==> src/design/sacs_pkg.sv <==
// Constants and types of the converter sequencer
//
// Contract
// - A control-byte write starts tracking the selected positive input at write end.
// - In external acquisition, the next write ends tracking and starts hold.
// - In internal acquisition, hold begins on the fourth falling clock edge.
// - Every conversion takes 13 conversion clock cycles in all modes.
// - A write during conversion abandons it and starts a new acquisition.
// - The acquisition bit picks acquisition-only or acquisition plus automatic conversion.
// - The sample is taken when track-and-hold switches from track to hold.
// - Single-ended mode routes channel to positive input, ground reference to negative.
// - Pseudo-differential mode routes both inputs from a channel pair.
// - Successive approximation yields a 12-bit result read as eight plus four bits.
// - Completion flag goes low at valid result, high on read or write.
// - Upper nibble select high reads four MSBs; low reads eight LSBs.
// - Data lines are not driven while chip select is high.
// - Control bit five selects acquisition: 0 internal, 1 external.
package sacs_pkg;
  // ---------------------------------------------------------------
  // Timing
  // ---------------------------------------------------------------
  localparam int CLK_PERIOD_NS = 10;
  localparam int INT_CLK_PERIOD_NS = 250;
  localparam int INT_CLK_DIV = INT_CLK_PERIOD_NS / CLK_PERIOD_NS;
  localparam int DIV_W = 5;
  localparam logic [DIV_W-1:0] DIV_LAST = DIV_W'(INT_CLK_DIV - 1);
  localparam int ACQ_EDGES = 4;
  localparam logic [2:0] ACQ_LAST = 3'(ACQ_EDGES - 1);
  localparam int RES_BITS = 12;
  localparam int CONV_CYCLES = 13;
  localparam logic [3:0] CONV_LAST = 4'(CONV_CYCLES - 1);
  localparam logic [3:0] RES_BITS_C = 4'(RES_BITS);
  localparam logic [RES_BITS-1:0] TRIAL_MSB = 12'h800;
  // ---------------------------------------------------------------
  // Control byte fields
  // ---------------------------------------------------------------
  localparam int CB_PD_LO = 6;
  localparam int CB_ACQ = 5;
  localparam int CB_PAIR = 4;
  localparam int CB_POL = 3;
  localparam int CB_CH_HI = 2;
  localparam int CB_CH_LO = 0;
  localparam logic [1:0] PD_INT_CLK = 2'h2;
  localparam logic [1:0] PD_EXT_CLK = 2'h3;
  localparam logic [7:0] CFG_RST = 8'hD0;
  localparam int LOW_W = 8;
  localparam int NIB_W = 4;
  // ---------------------------------------------------------------
  // Input synchroniser layout
  // ---------------------------------------------------------------
  localparam int SY_CS = 0;
  localparam int SY_WR = 1;
  localparam int SY_RD = 2;
  localparam int SY_HB = 3;
  localparam int SY_CLK = 4;
  localparam int SY_CMP = 5;
  localparam int SY_DAT = 6;
  localparam int SYNC_W = 14;
  localparam logic [SYNC_W-1:0] SYNC_RST = 14'h3FFF;
  typedef enum logic [1:0] {
    SACS_IDLE = 2'h0,
    SACS_TRACK = 2'h1,
    SACS_CONV = 2'h3
  } sacs_state_t;
endpackage

==> src/design/sacs_sar_if.sv <==
// Link between the sequencer and its approximation engine
`timescale 1ns/1ps
`default_nettype none
interface sacs_sar_if;
  import sacs_pkg::*;
  logic start;
  logic abort;
  logic tick;
  logic cmp_keep;
  logic done;
  logic [RES_BITS-1:0] trial;
  logic [RES_BITS-1:0] result;
  modport ctrl(output start, output abort, output tick, output cmp_keep,
               input done, input trial, input result);
  modport engine(input start, input abort, input tick, input cmp_keep,
                 output done, output trial, output result);
endinterface
`default_nettype wire

==> src/design/sacs_sar_engine.sv <==
// Successive approximation engine, one step per conversion clock
`timescale 1ns/1ps
`default_nettype none
module sacs_sar_engine
  import sacs_pkg::*;
(
  input wire logic clk_sys,
  input wire logic sys_rst,
  sacs_sar_if.engine sar
);
  logic busy;
  logic next_busy;
  logic [3:0] cnt;
  logic [3:0] next_cnt;
  logic [RES_BITS-1:0] trial;
  logic [RES_BITS-1:0] next_trial;
  logic [RES_BITS-1:0] result;
  logic [RES_BITS-1:0] next_result;
  logic done;
  logic next_done;

  // ---------------------------------------------------------------
  // Next state
  // ---------------------------------------------------------------
  always_comb begin
    logic [3:0] idx;
    idx = RES_BITS_C - cnt;
    next_busy = busy;
    next_cnt = cnt;
    next_trial = trial;
    next_result = result;
    next_done = 1'b0;
    if (sar.abort || sar.start) begin
      next_busy = sar.start;
      next_cnt = '0;
      next_trial = '0;
    end else if (busy && sar.tick) begin
      // First cycle moves the held charge; then one bit per cycle
      if (cnt == '0) begin
        next_trial = TRIAL_MSB;
      end else begin
        next_trial[idx] = sar.cmp_keep;
        if (idx != '0) begin
          next_trial[idx - 4'h1] = 1'b1;
        end
      end
      if (cnt == CONV_LAST) begin
        next_busy = 1'b0;
        next_done = 1'b1;
        next_result = next_trial;
        next_cnt = '0;
      end else begin
        next_cnt = cnt + 4'h1;
      end
    end
  end

  always_ff @(posedge clk_sys or posedge sys_rst) begin
    if (sys_rst) begin
      busy <= 1'b0;
      cnt <= '0;
      trial <= '0;
      result <= '0;
      done <= 1'b0;
    end else begin
      busy <= next_busy;
      cnt <= next_cnt;
      trial <= next_trial;
      result <= next_result;
      done <= next_done;
    end
  end

  assign sar.trial = trial;
  assign sar.result = result;
  assign sar.done = done;
endmodule
`default_nettype wire

==> src/design/sacs_top.sv <==
// Conversion sequencer with byte-wide host port
`timescale 1ns/1ps
`default_nettype none
module sacs_top
  import sacs_pkg::*;
(
  input wire logic clk_sys,
  input wire logic sys_rst,
  input wire logic cs_n,
  input wire logic wr_n,
  input wire logic rd_n,
  input wire logic upper_nibble_select,
  input wire logic [7:0] data_in,
  output logic [7:0] data_out,
  output logic data_oe,
  output logic done_n,
  input wire logic conv_clk,
  input wire logic cmp_keep_pin,
  output logic [RES_BITS-1:0] dac_trial,
  output logic track_hold,
  output logic [2:0] pos_sel,
  output logic [2:0] neg_sel,
  output logic neg_to_ground_ref,
  output logic polarity_bit,
  output logic [1:0] power_clock_select_bits,
  output logic internal_clock_mode
);
  sacs_sar_if sar();

  sacs_sar_engine u_engine (
    .clk_sys(clk_sys),
    .sys_rst(sys_rst),
    .sar(sar.engine)
  );

  // ---------------------------------------------------------------
  // Pin synchronisers
  // ---------------------------------------------------------------
  logic [SYNC_W-1:0] sync1;
  logic [SYNC_W-1:0] sync2;
  logic [SYNC_W-1:0] prev;

  always_ff @(posedge clk_sys or posedge sys_rst) begin
    if (sys_rst) begin
      sync1 <= SYNC_RST;
      sync2 <= SYNC_RST;
      prev <= SYNC_RST;
    end else begin
      sync1 <= {data_in, cmp_keep_pin, conv_clk, upper_nibble_select,
                rd_n, wr_n, cs_n};
      sync2 <= sync1;
      prev <= sync2;
    end
  end

  logic cs_n_s;
  logic [7:0] byte_s;
  logic write_evt;
  logic read_evt;
  logic ext_fall;
  assign cs_n_s = sync2[SY_CS];
  assign byte_s = sync2[SY_DAT +: 8];
  // Write taken at strobe rise while select was low
  assign write_evt = !prev[SY_WR] && sync2[SY_WR] && !prev[SY_CS];
  assign read_evt = prev[SY_RD] && !sync2[SY_RD] && !cs_n_s;
  assign ext_fall = prev[SY_CLK] && !sync2[SY_CLK];

  // ---------------------------------------------------------------
  // Sequencer state
  // ---------------------------------------------------------------
  sacs_state_t state;
  sacs_state_t next_state;
  logic [7:0] cfg;
  logic [7:0] next_cfg;
  logic [2:0] acq_cnt;
  logic [2:0] next_acq_cnt;
  logic [DIV_W-1:0] div_cnt;
  logic [DIV_W-1:0] next_div_cnt;
  logic int_mode;
  logic next_int_mode;
  logic done_flag;
  logic next_done_flag;
  logic next_done_n;
  logic track;
  logic next_track;
  logic [7:0] next_data_out;
  logic next_data_oe;
  logic [2:0] next_pos_sel;
  logic [2:0] next_neg_sel;
  logic next_neg_gnd;
  logic tick;
  logic start;
  logic abort;
  logic acq_ext;

  assign acq_ext = cfg[CB_ACQ];

  always_comb begin
    logic [2:0] ch;
    ch = cfg[CB_CH_HI:CB_CH_LO];
    next_state = state;
    next_cfg = cfg;
    next_acq_cnt = acq_cnt;
    next_int_mode = int_mode;
    next_track = track;
    start = 1'b0;
    abort = 1'b0;
    // Internal oscillator: one falling edge per divider wrap
    next_div_cnt = (div_cnt == DIV_LAST) ? '0 : div_cnt + 1'b1;
    tick = int_mode ? (div_cnt == DIV_LAST) : ext_fall;
    if (write_evt) begin
      next_cfg = byte_s;
      if (byte_s[CB_PD_LO +: 2] == PD_INT_CLK) begin
        next_int_mode = 1'b1;
      end else if (byte_s[CB_PD_LO +: 2] == PD_EXT_CLK) begin
        next_int_mode = 1'b0;
      end
      if (state == SACS_TRACK && acq_ext) begin
        // Second write closes the acquisition window
        next_state = SACS_CONV;
        next_track = 1'b0;
        start = 1'b1;
      end else begin
        abort = (state == SACS_CONV);
        next_state = SACS_TRACK;
        next_track = 1'b1;
        next_acq_cnt = '0;
      end
    end else begin
      unique case (state)
        SACS_IDLE: begin
        end
        SACS_TRACK: begin
          // Only internal acquisition converts on its own
          if (!acq_ext && tick) begin
            if (acq_cnt == ACQ_LAST) begin
              next_state = SACS_CONV;
              next_track = 1'b0;
              start = 1'b1;
            end else begin
              next_acq_cnt = acq_cnt + 3'h1;
            end
          end
        end
        SACS_CONV: begin
          if (sar.done) begin
            next_state = SACS_IDLE;
          end
        end
        default: begin
          next_state = SACS_IDLE;
          next_track = 1'b0;
        end
      endcase
    end
    // Completion wins over a clearing read or write
    if (sar.done) begin
      next_done_flag = 1'b1;
    end else if (read_evt || write_evt) begin
      next_done_flag = 1'b0;
    end else begin
      next_done_flag = done_flag;
    end
    next_done_n = !next_done_flag;
    // Input routing from channel address and pairing
    ch = next_cfg[CB_CH_HI:CB_CH_LO];
    if (next_cfg[CB_PAIR]) begin
      next_pos_sel = ch;
      next_neg_sel = ch;
      next_neg_gnd = 1'b1;
    end else begin
      next_pos_sel = ch;
      next_neg_sel = {ch[2:1], ~ch[0]};
      next_neg_gnd = 1'b0;
    end
    // Read mux and bus drive
    if (sync2[SY_HB]) begin
      next_data_out = {{(LOW_W-NIB_W){1'b0}},
                       sar.result[RES_BITS-1 -: NIB_W]};
    end else begin
      next_data_out = sar.result[LOW_W-1:0];
    end
    next_data_oe = !cs_n_s && !sync2[SY_RD];
  end

  always_ff @(posedge clk_sys or posedge sys_rst) begin
    if (sys_rst) begin
      state <= SACS_IDLE;
      cfg <= CFG_RST;
      acq_cnt <= '0;
      div_cnt <= '0;
      int_mode <= 1'b0;
      done_flag <= 1'b0;
      done_n <= 1'b1;
      track <= 1'b0;
      data_out <= '0;
      data_oe <= 1'b0;
      pos_sel <= '0;
      neg_sel <= '0;
      neg_to_ground_ref <= 1'b1;
    end else begin
      state <= next_state;
      cfg <= next_cfg;
      acq_cnt <= next_acq_cnt;
      div_cnt <= next_div_cnt;
      int_mode <= next_int_mode;
      done_flag <= next_done_flag;
      done_n <= next_done_n;
      track <= next_track;
      data_out <= next_data_out;
      data_oe <= next_data_oe;
      pos_sel <= next_pos_sel;
      neg_sel <= next_neg_sel;
      neg_to_ground_ref <= next_neg_gnd;
    end
  end

  assign sar.start = start;
  assign sar.abort = abort;
  assign sar.tick = tick;
  assign sar.cmp_keep = sync2[SY_CMP];
  assign track_hold = track;
  assign dac_trial = sar.trial;
  assign polarity_bit = cfg[CB_POL];
  assign power_clock_select_bits = cfg[CB_PD_LO +: 2];
  assign internal_clock_mode = int_mode;
endmodule
`default_nettype wire

==> config.mk <==
export PLATFORM = sky130hd
export DESIGN_NAME = sacs_top
export DESIGN_NICKNAME = d
export VERILOG_FILES = /design/src/design/sacs_pkg.sv /design/src/design/sacs_sar_if.sv /design/src/design/sacs_sar_engine.sv /design/src/design/sacs_top.sv
export SDC_FILE = /design/constraint.sdc
export NUM_CORES = 1
export LEC_CHECK = 0
export CORE_AREA = 2 2 91 93
export CTS_CLUSTER_SIZE = 16
export DETAILED_ROUTE_END_ITERATION = 10
export DIE_AREA = 0 0 93 95
export DONT_BUFFER_PORTS = 1
export GPL_ROUTABILITY_DRIVEN = 0
export PLACE_DENSITY = 0.76
export SLEW_MARGIN = 20
export SYNTH_ARGS = -nofsm -noshare
export SYNTH_HDL_FRONTEND = slang
export SYNTH_SLANG_ARGS = --single-unit
==> constraint.sdc <==
create_clock -name clk_sys -period 2.2 [get_ports clk_sys]
set_input_delay 0 -clock clk_sys [delete_from_list [all_inputs] [get_ports clk_sys]]
set_output_delay 0 -clock clk_sys [all_outputs]
set_load 0.01 [all_outputs]
; Word level (Yosys, flattened, before mapping)
; Cells that the tools add are included.
[classes]
magnitude_cmp = 4
n_addsub = 5
div_mod_pow = 0
shift = 0
n_mul = 0
bitwise_logic = 3
eq_ne = 14
n_mux = 51
n_reduce_logical = 35
[ops]
columns = operator, count
row1 = 12-bit 2-to-1 mux, 4
row2 = 1-bit 2-to-1 mux, 26
row3 = 3-bit 2-to-1 mux, 5
row4 = 12-bit bitwise mux, 1
row5 = 4-bit 2-to-1 mux, 3
row6 = 12-bit bitwise OR, 1
row7 = 1-bit logical AND, 11
row8 = 4-bit by 5-bit less-than comparator with 1-bit output (second input constant), 2
row9 = 2-bit 2-to-1 mux, 5
row10 = 5-bit 2-to-1 mux, 2
row11 = 2-bit nonzero test, 5
row12 = 3-bit by 2-bit != test with 1-bit output (second input constant), 3
row13 = 1-bit demux with 4-bit select, 2
row14 = 4-bit by 1-bit greater-or-equal comparator with 1-bit output (second input constant), 2
row15 = 8-bit 2-to-1 mux, 1
row16 = 4-bit AND reduction, 2
row17 = 1-bit logical NOT, 7
row18 = 2-bit equality test (second input constant), 3
row19 = 2-bit != test (second input constant), 3
row20 = 2-bit case mux with 3 select lines, 1
row21 = 3-bit AND reduction, 2
row22 = 5-bit by 1-bit adder with 5-bit output (second input constant), 1
row23 = 5-bit equality test (second input constant), 1
row24 = 4-bit by 1-bit adder with 4-bit output (second input constant), 1
row25 = 15 further kinds, 18
[word_totals]
latch_bits = 0
inputBits = 16
elab_cells = 134
romBits = 0
reg_bits = 101
n_memories = 0
ramBits = 0
output_inout_bits = 34

; Depth between registers and ports, before layout
[logic_depth]
word_depth = 11
mapped_depth = 10
mapped_depth_nobuf = 7

; Cells and area by module
; Synthesis repeated with hierarchy kept, for this count alone.
[hier_totals]
hier_cells = 381
hier_area_um2 = 4221.5
[modules_own_cells]
columns = mod, cells_each, area_per_inst_um2, instances
row1 = sacs_top, 175, 2341.0, 1
row2 = sacs_sar_engine, 206, 1880.6, 1

; Worst setup path after synthesis
; Ideal clock, no wire load.
[synth_path]
path_type = flip-flop to flip-flop
from = reg u_engine.cnt[0]
to = reg u_engine.result[2], in the netlist u_engine.sar.result[2]
setup_ps = 125
t_arrival_ps = 2160
slack_ps = -86
stages_incl_launch_ff = 10
cell_sequence = dfrtp_1 -> buf_2 -> inv_1 -> ha_1 -> buf_2 -> o31a_1 -> o21ba_1 -> a221oi_1 -> o21ai_0 -> mux2_4
[synth_via]
elab_chain_len = 9
word_cells_on_any_way = 20
classes_between = add/sub (2) / order compare (4) / eq/ne (1) / mux (7) / bitwise (1) / reduce/logical (5)
[synth_rtl]
columns = item, line
row1 = from (decl), sacs_sar_engine.sv:13  ; logic [3:0] cnt;
row2 = from (signal assigned), sacs_sar_engine.sv:67  ; cnt <= next_cnt;
row3 = 4-bit subtractor, sacs_sar_engine.sv:27  ; idx = RES_BITS_C - cnt;
row4 = "4-bit by 1-bit subtractor with 4-bit output, or another cell as far along", sacs_sar_engine.sv:44  ; next_trial[idx - 4'h1] = 1'b1;
row5 = "4-bit by 5-bit less-than comparator with 1-bit output (implied by the code), or another cell as far along", sacs_sar_engine.sv:44
row6 = 1-bit logical AND (implied by the code) / 1-bit 2-to-1 mux (equally long branches), "sacs_sar_engine.sv:44, sacs_sar_engine.sv:42"
row7 = 1-bit 2-to-1 mux (implied by the code) / 1-bit demux with 4-bit select (equally long branches), --
row8 = 1-bit demux with 4-bit select / 12-bit bitwise mux (equally long branches), --
row9 = 12-bit bitwise OR (no source line), --
row10 = 12-bit 2-to-1 mux, sacs_sar_engine.sv:43  ; if (idx != '0) begin
row11 = 12-bit 2-to-1 mux, sacs_sar_engine.sv:39  ; if (cnt == '0) begin
row12 = to (signal assigned), sacs_sar_engine.sv:69  ; result <= next_result;
row13 = to (decl), sacs_sar_engine.sv:17  ; logic [RES_BITS-1:0] result;
; Several ways; a longest one is shown, not always the timed one.
; A chain may end at the register's enable or synchronous reset.

; Final worst setup path
[layout_path]
from = reg u_engine.cnt[0]
to = reg u_engine.trial[4], in the netlist u_engine.sar.trial[4]
[layout_via]
elab_chain_len = 11
word_cells_on_any_way = 20
classes_between = add/sub (2) / order compare (4) / mux (9) / bitwise (1) / reduce/logical (4)
[layout_rtl]
columns = item, line
row1 = 4-bit subtractor, sacs_sar_engine.sv:27
row2 = "4-bit by 1-bit subtractor with 4-bit output, or another cell as far along", sacs_sar_engine.sv:44
row3 = "4-bit by 5-bit less-than comparator with 1-bit output (implied by the code), or another cell as far along", sacs_sar_engine.sv:44
row4 = 1-bit logical AND (implied by the code) / 1-bit 2-to-1 mux (equally long branches), "sacs_sar_engine.sv:44, sacs_sar_engine.sv:42"
row5 = 1-bit 2-to-1 mux (implied by the code) / 1-bit demux with 4-bit select (equally long branches), --
row6 = 1-bit demux with 4-bit select / 12-bit bitwise mux (equally long branches), --
row7 = 12-bit bitwise OR (no source line), --
row8 = 12-bit 2-to-1 mux, sacs_sar_engine.sv:43
row9 = 12-bit 2-to-1 mux *, sacs_sar_engine.sv:39
row10 = 12-bit 2-to-1 mux *, sacs_sar_engine.sv:37  ; end else if (busy && sar.tick) begin
row11 = 12-bit 2-to-1 mux *, sacs_sar_engine.sv:33  ; if (sar.abort || sar.start) begin
row12 = to (signal assigned), sacs_sar_engine.sv:68  ; trial <= next_trial;
row13 = to (decl), sacs_sar_engine.sv:15  ; logic [RES_BITS-1:0] trial;
; Every way passes the cells marked *; elsewhere a longest branch is shown, timed or not. The select of a mux whose other input is x is not followed.

==> results.json <==
{
  "status": "finished clean",
  "placementRows": 33,
  "grt_max_degree": 47,
  "synth_compound_area_share_pct": 16.8,
  "start_util_pct": 54.6,
  "place_hpwl_um": 6240,
  "layout-drive-gt1-share_pct": 25.2,
  "syn-cell-area_um2": 4330,
  "clk_pin_slew_worst_paths_ps": 110,
  "start_kind": "flip-flop",
  "numCtsBuffers": 9,
  "grt_setup_unrepaired": "false",
  "clkPwrFrac_pct": 22.0,
  "cts_tree": "done",
  "drtAntennaViolNets": 0,
  "clk-insertion-delay-late_ps": 380,
  "synthAdderAreaFrac_pct": 3.18,
  "diodes": 0,
  "max_clock_freq_mhz": 470,
  "period_needed_ps": 2130,
  "finalHoldViolCount": 0,
  "maxSlewHeadroom_pct": 61.8,
  "syn-num-nets": 419,
  "wl_um": 8960,
  "synth_flop_cell": "dfrtp_1",
  "via_per_inst": 5.85,
  "synthMuxAreaShare_pct": 3.73,
  "synth_top_family_by_area": "compound AO/OA/AOI/OAI gates",
  "cts_setup_buffers": 0,
  "ys_types": 75,
  "core_area_um2": 7930,
  "min_path_type": "input port to asynchronous set/reset pin",
  "synth_xor_area_share_pct": 0.607,
  "comb_power_share_pct": 35.5,
  "drc_errors": 0,
  "path_class": "flip-flop to flip-flop",
  "netlist_instances": 392,
  "path_cells": "inv_1 > ha_4 > or4b_4 > o311a_1 > o32ai_4 > a311o_1 > o2111a_1",
  "setup-violations-final": 0,
  "cellPowerDensity_nw_per_um2": 1080,
  "ys_seq_elements": 94,
  "grt_use_total_pct": 21.4,
  "portBuffers": 0,
  "crit_fanout": 6,
  "fin_nets": 439,
  "ys_async_sr_fraction_pct": 100,
  "clock_path_buffers": 2,
  "layoutNonFillerInstCount": 522,
  "r2r_setup_slack_ps": 70,
  "htreeDepth": 3,
  "wl_per_cell_um": 17.2,
  "critical_path.max_stage_delay_ps": 510,
  "synth_area_per_cell_um2": 11.0,
  "fin_crit_sh_pct": 96.8,
  "synth_area_leaders": "dfrtp_1, dfstp_2, nand2_1",
  "yosysWarningCount": 0,
  "seq_power_share_pct": 42.5,
  "rr_startpoint": "u_engine.cnt[0]$_DFFE_PP0P_",
  "worst_pin_slew_ps": 572,
  "worst_ir_drop_vdd_uv": 506,
  "leakage_nw": 2.16,
  "maxCapViolCount": 0,
  "p_int_mw": 3.24,
  "grt_pass1_wl_um": 14600,
  "p_total_mw": 5.29,
  "place_inst": 491,
  "fp.dieH_um": 95,
  "critPathSlowestCell": "or4b_4",
  "grt-ovfl-total": 0,
  "reg2reg_depth": 7,
  "firstDrtPassIters": 5,
  "synth_edf_count": 0,
  "tns_ps": 0,
  "synth_largest_area_cell": "dfrtp_1",
  "drv_slew": 0,
  "crit_path_end_kind": "flip-flop",
  "antenna_found_initial": 0,
  "synthToLayoutAreaGrowth_pct": 13.5,
  "synthSimpleGateAreaFrac_pct": 15.2,
  "swShare_pct": 38.8,
  "grt_pass1_vias": 2980,
  "num_vias": 3052,
  "clock_skew_ps": 14.1,
  "hold_ws_ps": 105,
  "die_w_um": 93,
  "synth_top_area_share_pct": 33.6,
  "drt-initial-drc-count": 305,
  "arrival_ps": 2450,
  "worstPathRequired_ps": 2520,
  "ys_seq_area_share_pct": 55.4,
  "pin_count": 50,
  "r2r-end": "u_engine.sar.trial[4]$_DFFE_PP0P_",
  "p_switching_mw": 2.05,
  "dieArea_um2": 8840,
  "cts-root-buf": "clkbuf_8",
  "clock-sinks": 94
}
==> worst max path at each step <==
stage	start	end	slack, ps	cells past startpoint
floorplan	u_engine.cnt[0]$_DFFE_PP0P_	u_engine.sar.result[2]$_DFFE_PP0P_	0.8	9
detailed placement	u_engine.cnt[0]$_DFFE_PP0P_	u_engine.sar.trial[4]$_DFFE_PP0P_	-7	7
finish	u_engine.cnt[0]$_DFFE_PP0P_	u_engine.sar.trial[4]$_DFFE_PP0P_	70	7
global placement	acq_cnt[0]$_DFFE_PP0P_	u_engine.sar.result[6]$_DFFE_PP0P_	80	7
global route	u_engine.cnt[1]$_DFFE_PP0P_	u_engine.sar.trial[4]$_DFFE_PP0P_	5	7
CTS	u_engine.cnt[0]$_DFFE_PP0P_	u_engine.sar.trial[4]$_DFFE_PP0P_	9	7
==> worst max-delay path, delay by kind of cell (launching register included) <==
kind	cells	cell delay [ps]
DFF	1	400
adders and majority gates	1	240
buffers and inverters	1	140
and+or+nand+nor	1	510
AOI/OAI and AO/OA	4	780
==> cells in the mapped netlist (all sizes together) (3+ instances only) <==
library cell  instances
a21o                  5
a21oi                19
a221oi                3
a22o                  4
a31oi                 6
a32o                  5
and2                  3
and3                  3
buf                  17
clkbuf               11
dfrtp                58
dfstp                36
ha                   11
inv                  17
mux2                 10
mux2i                 3
nand2                53
nand3                11
nor2                 18
nor2b                 5
nor3                  8
o211ai                3
o21a                  3
o21ai                24
o22a                  3
o22ai                 3
o31ai                 4
or3b                  3
==> placed cells by master (no fill, tap or decap), types with 5 or more instances in the layout <==
| master | n |
|---|---|
| a32o_1 | 5 |
| o21ai_1 | 6 |
| a21o_1 | 5 |
| ha_1 | 10 |
| inv_1 | 16 |
| nor2_1 | 17 |
| dfrtp_1 | 58 |
| dfstp_2 | 36 |
| nand2_1 | 52 |
| o21ai_0 | 18 |
| nor2b_1 | 5 |
| clkbuf_8 | 9 |
| nor3_1 | 7 |
| nand3_1 | 11 |
| a31oi_1 | 5 |
| buf_4 | 20 |
| dlygate4sd3_1 | 15 |
| mux2_4 | 5 |
| a21oi_1 | 18 |
==> final cells by class <==
| class | instances | area, um^2 |
|---|---|---|
| Clock buffer | 9 | 124 |
| Clock inverter | 7 | 86.3 |
| Fill cell | 621 | 3020 |
| Inverter | 17 | 67.6 |
| Multi-Input combinational cell | 253 | 1760 |
| Sequential cell | 94 | 2400 |
| Tap cell | 105 | 131 |
| Timing Repair Buffer | 37 | 340 |
==> power by group through the flow <==
stage,Clock [mW],Sequential (mW),Combinational [mW]
after detailed placement,0,2.28,1.71
final,1.16,2.25,1.88
after global routing,1.27,2.29,2.04
after floorplan,0,2.17,1.37
after CTS,1.20,2.25,1.75
after global placement,0,2.26,1.66
==> cell families (layout without fill, tap and decap cells) <==
| family | after synthesis | count (layout) |
|---|---|---|
| AOI/OAI and AO/OA | 100 | 100 |
| xor gates and xnor gates | 3 | 3 |
| adders and majority gates | 11 | 11 |
| buffers and inverters | 45 | 70 |
| DFF | 94 | 94 |
| muxes | 13 | 13 |
| and+or+nand+nor | 126 | 126 |
==> flip-flops by register name, indices dropped and copies added, names as in the netlist, 2 cells and up <==
name                 cells
u_engine.sar.trial      12
data_out                 8
sync2                   14
state                    2
u_engine.cnt             4
div_cnt                  5
acq_cnt                  3
prev                     4
neg_sel                  2
cfg                      6
sync1                   14
u_engine.sar.result     12
==> per-layer routing <==
metal | wire length, um | vias to the layer above | GRT usage, % | part of all wire, %
met5 | 0 | - | 0 | 0
met4 | 231 | 0 | 10.2 | 2.6
met3 | 609 | 24 | 5.51 | 6.8
met2 | 4160 | 111 | 32.9 | 46
met1 | 3950 | 1492 | 28.6 | 44
li1 | - | 1425 | - | -
==> what timing repair did <==
item,in CTS,in global routing
pin swaps,0,1
hold endpoints to repair,75,0
cloned,0,0
setup endpoints to repair,6,11
gates resized for setup,1,7
hold buffers,15,0
==> through the flow <==
stage / setup WS [ps] / area (um^2) / util, %
final: 70.7 / 4910 / 61.9
after global routing: 4.59 / 4910 / 61.9
after CTS: 9.27 / 4870 / 61.4
after detailed placement: -7.48 / 4500 / 56.8
after global placement: 77.3 / 4500 / 56.8
after floorplan: 0.769 / 4340 / -
(Power assumes the default switching activity.)
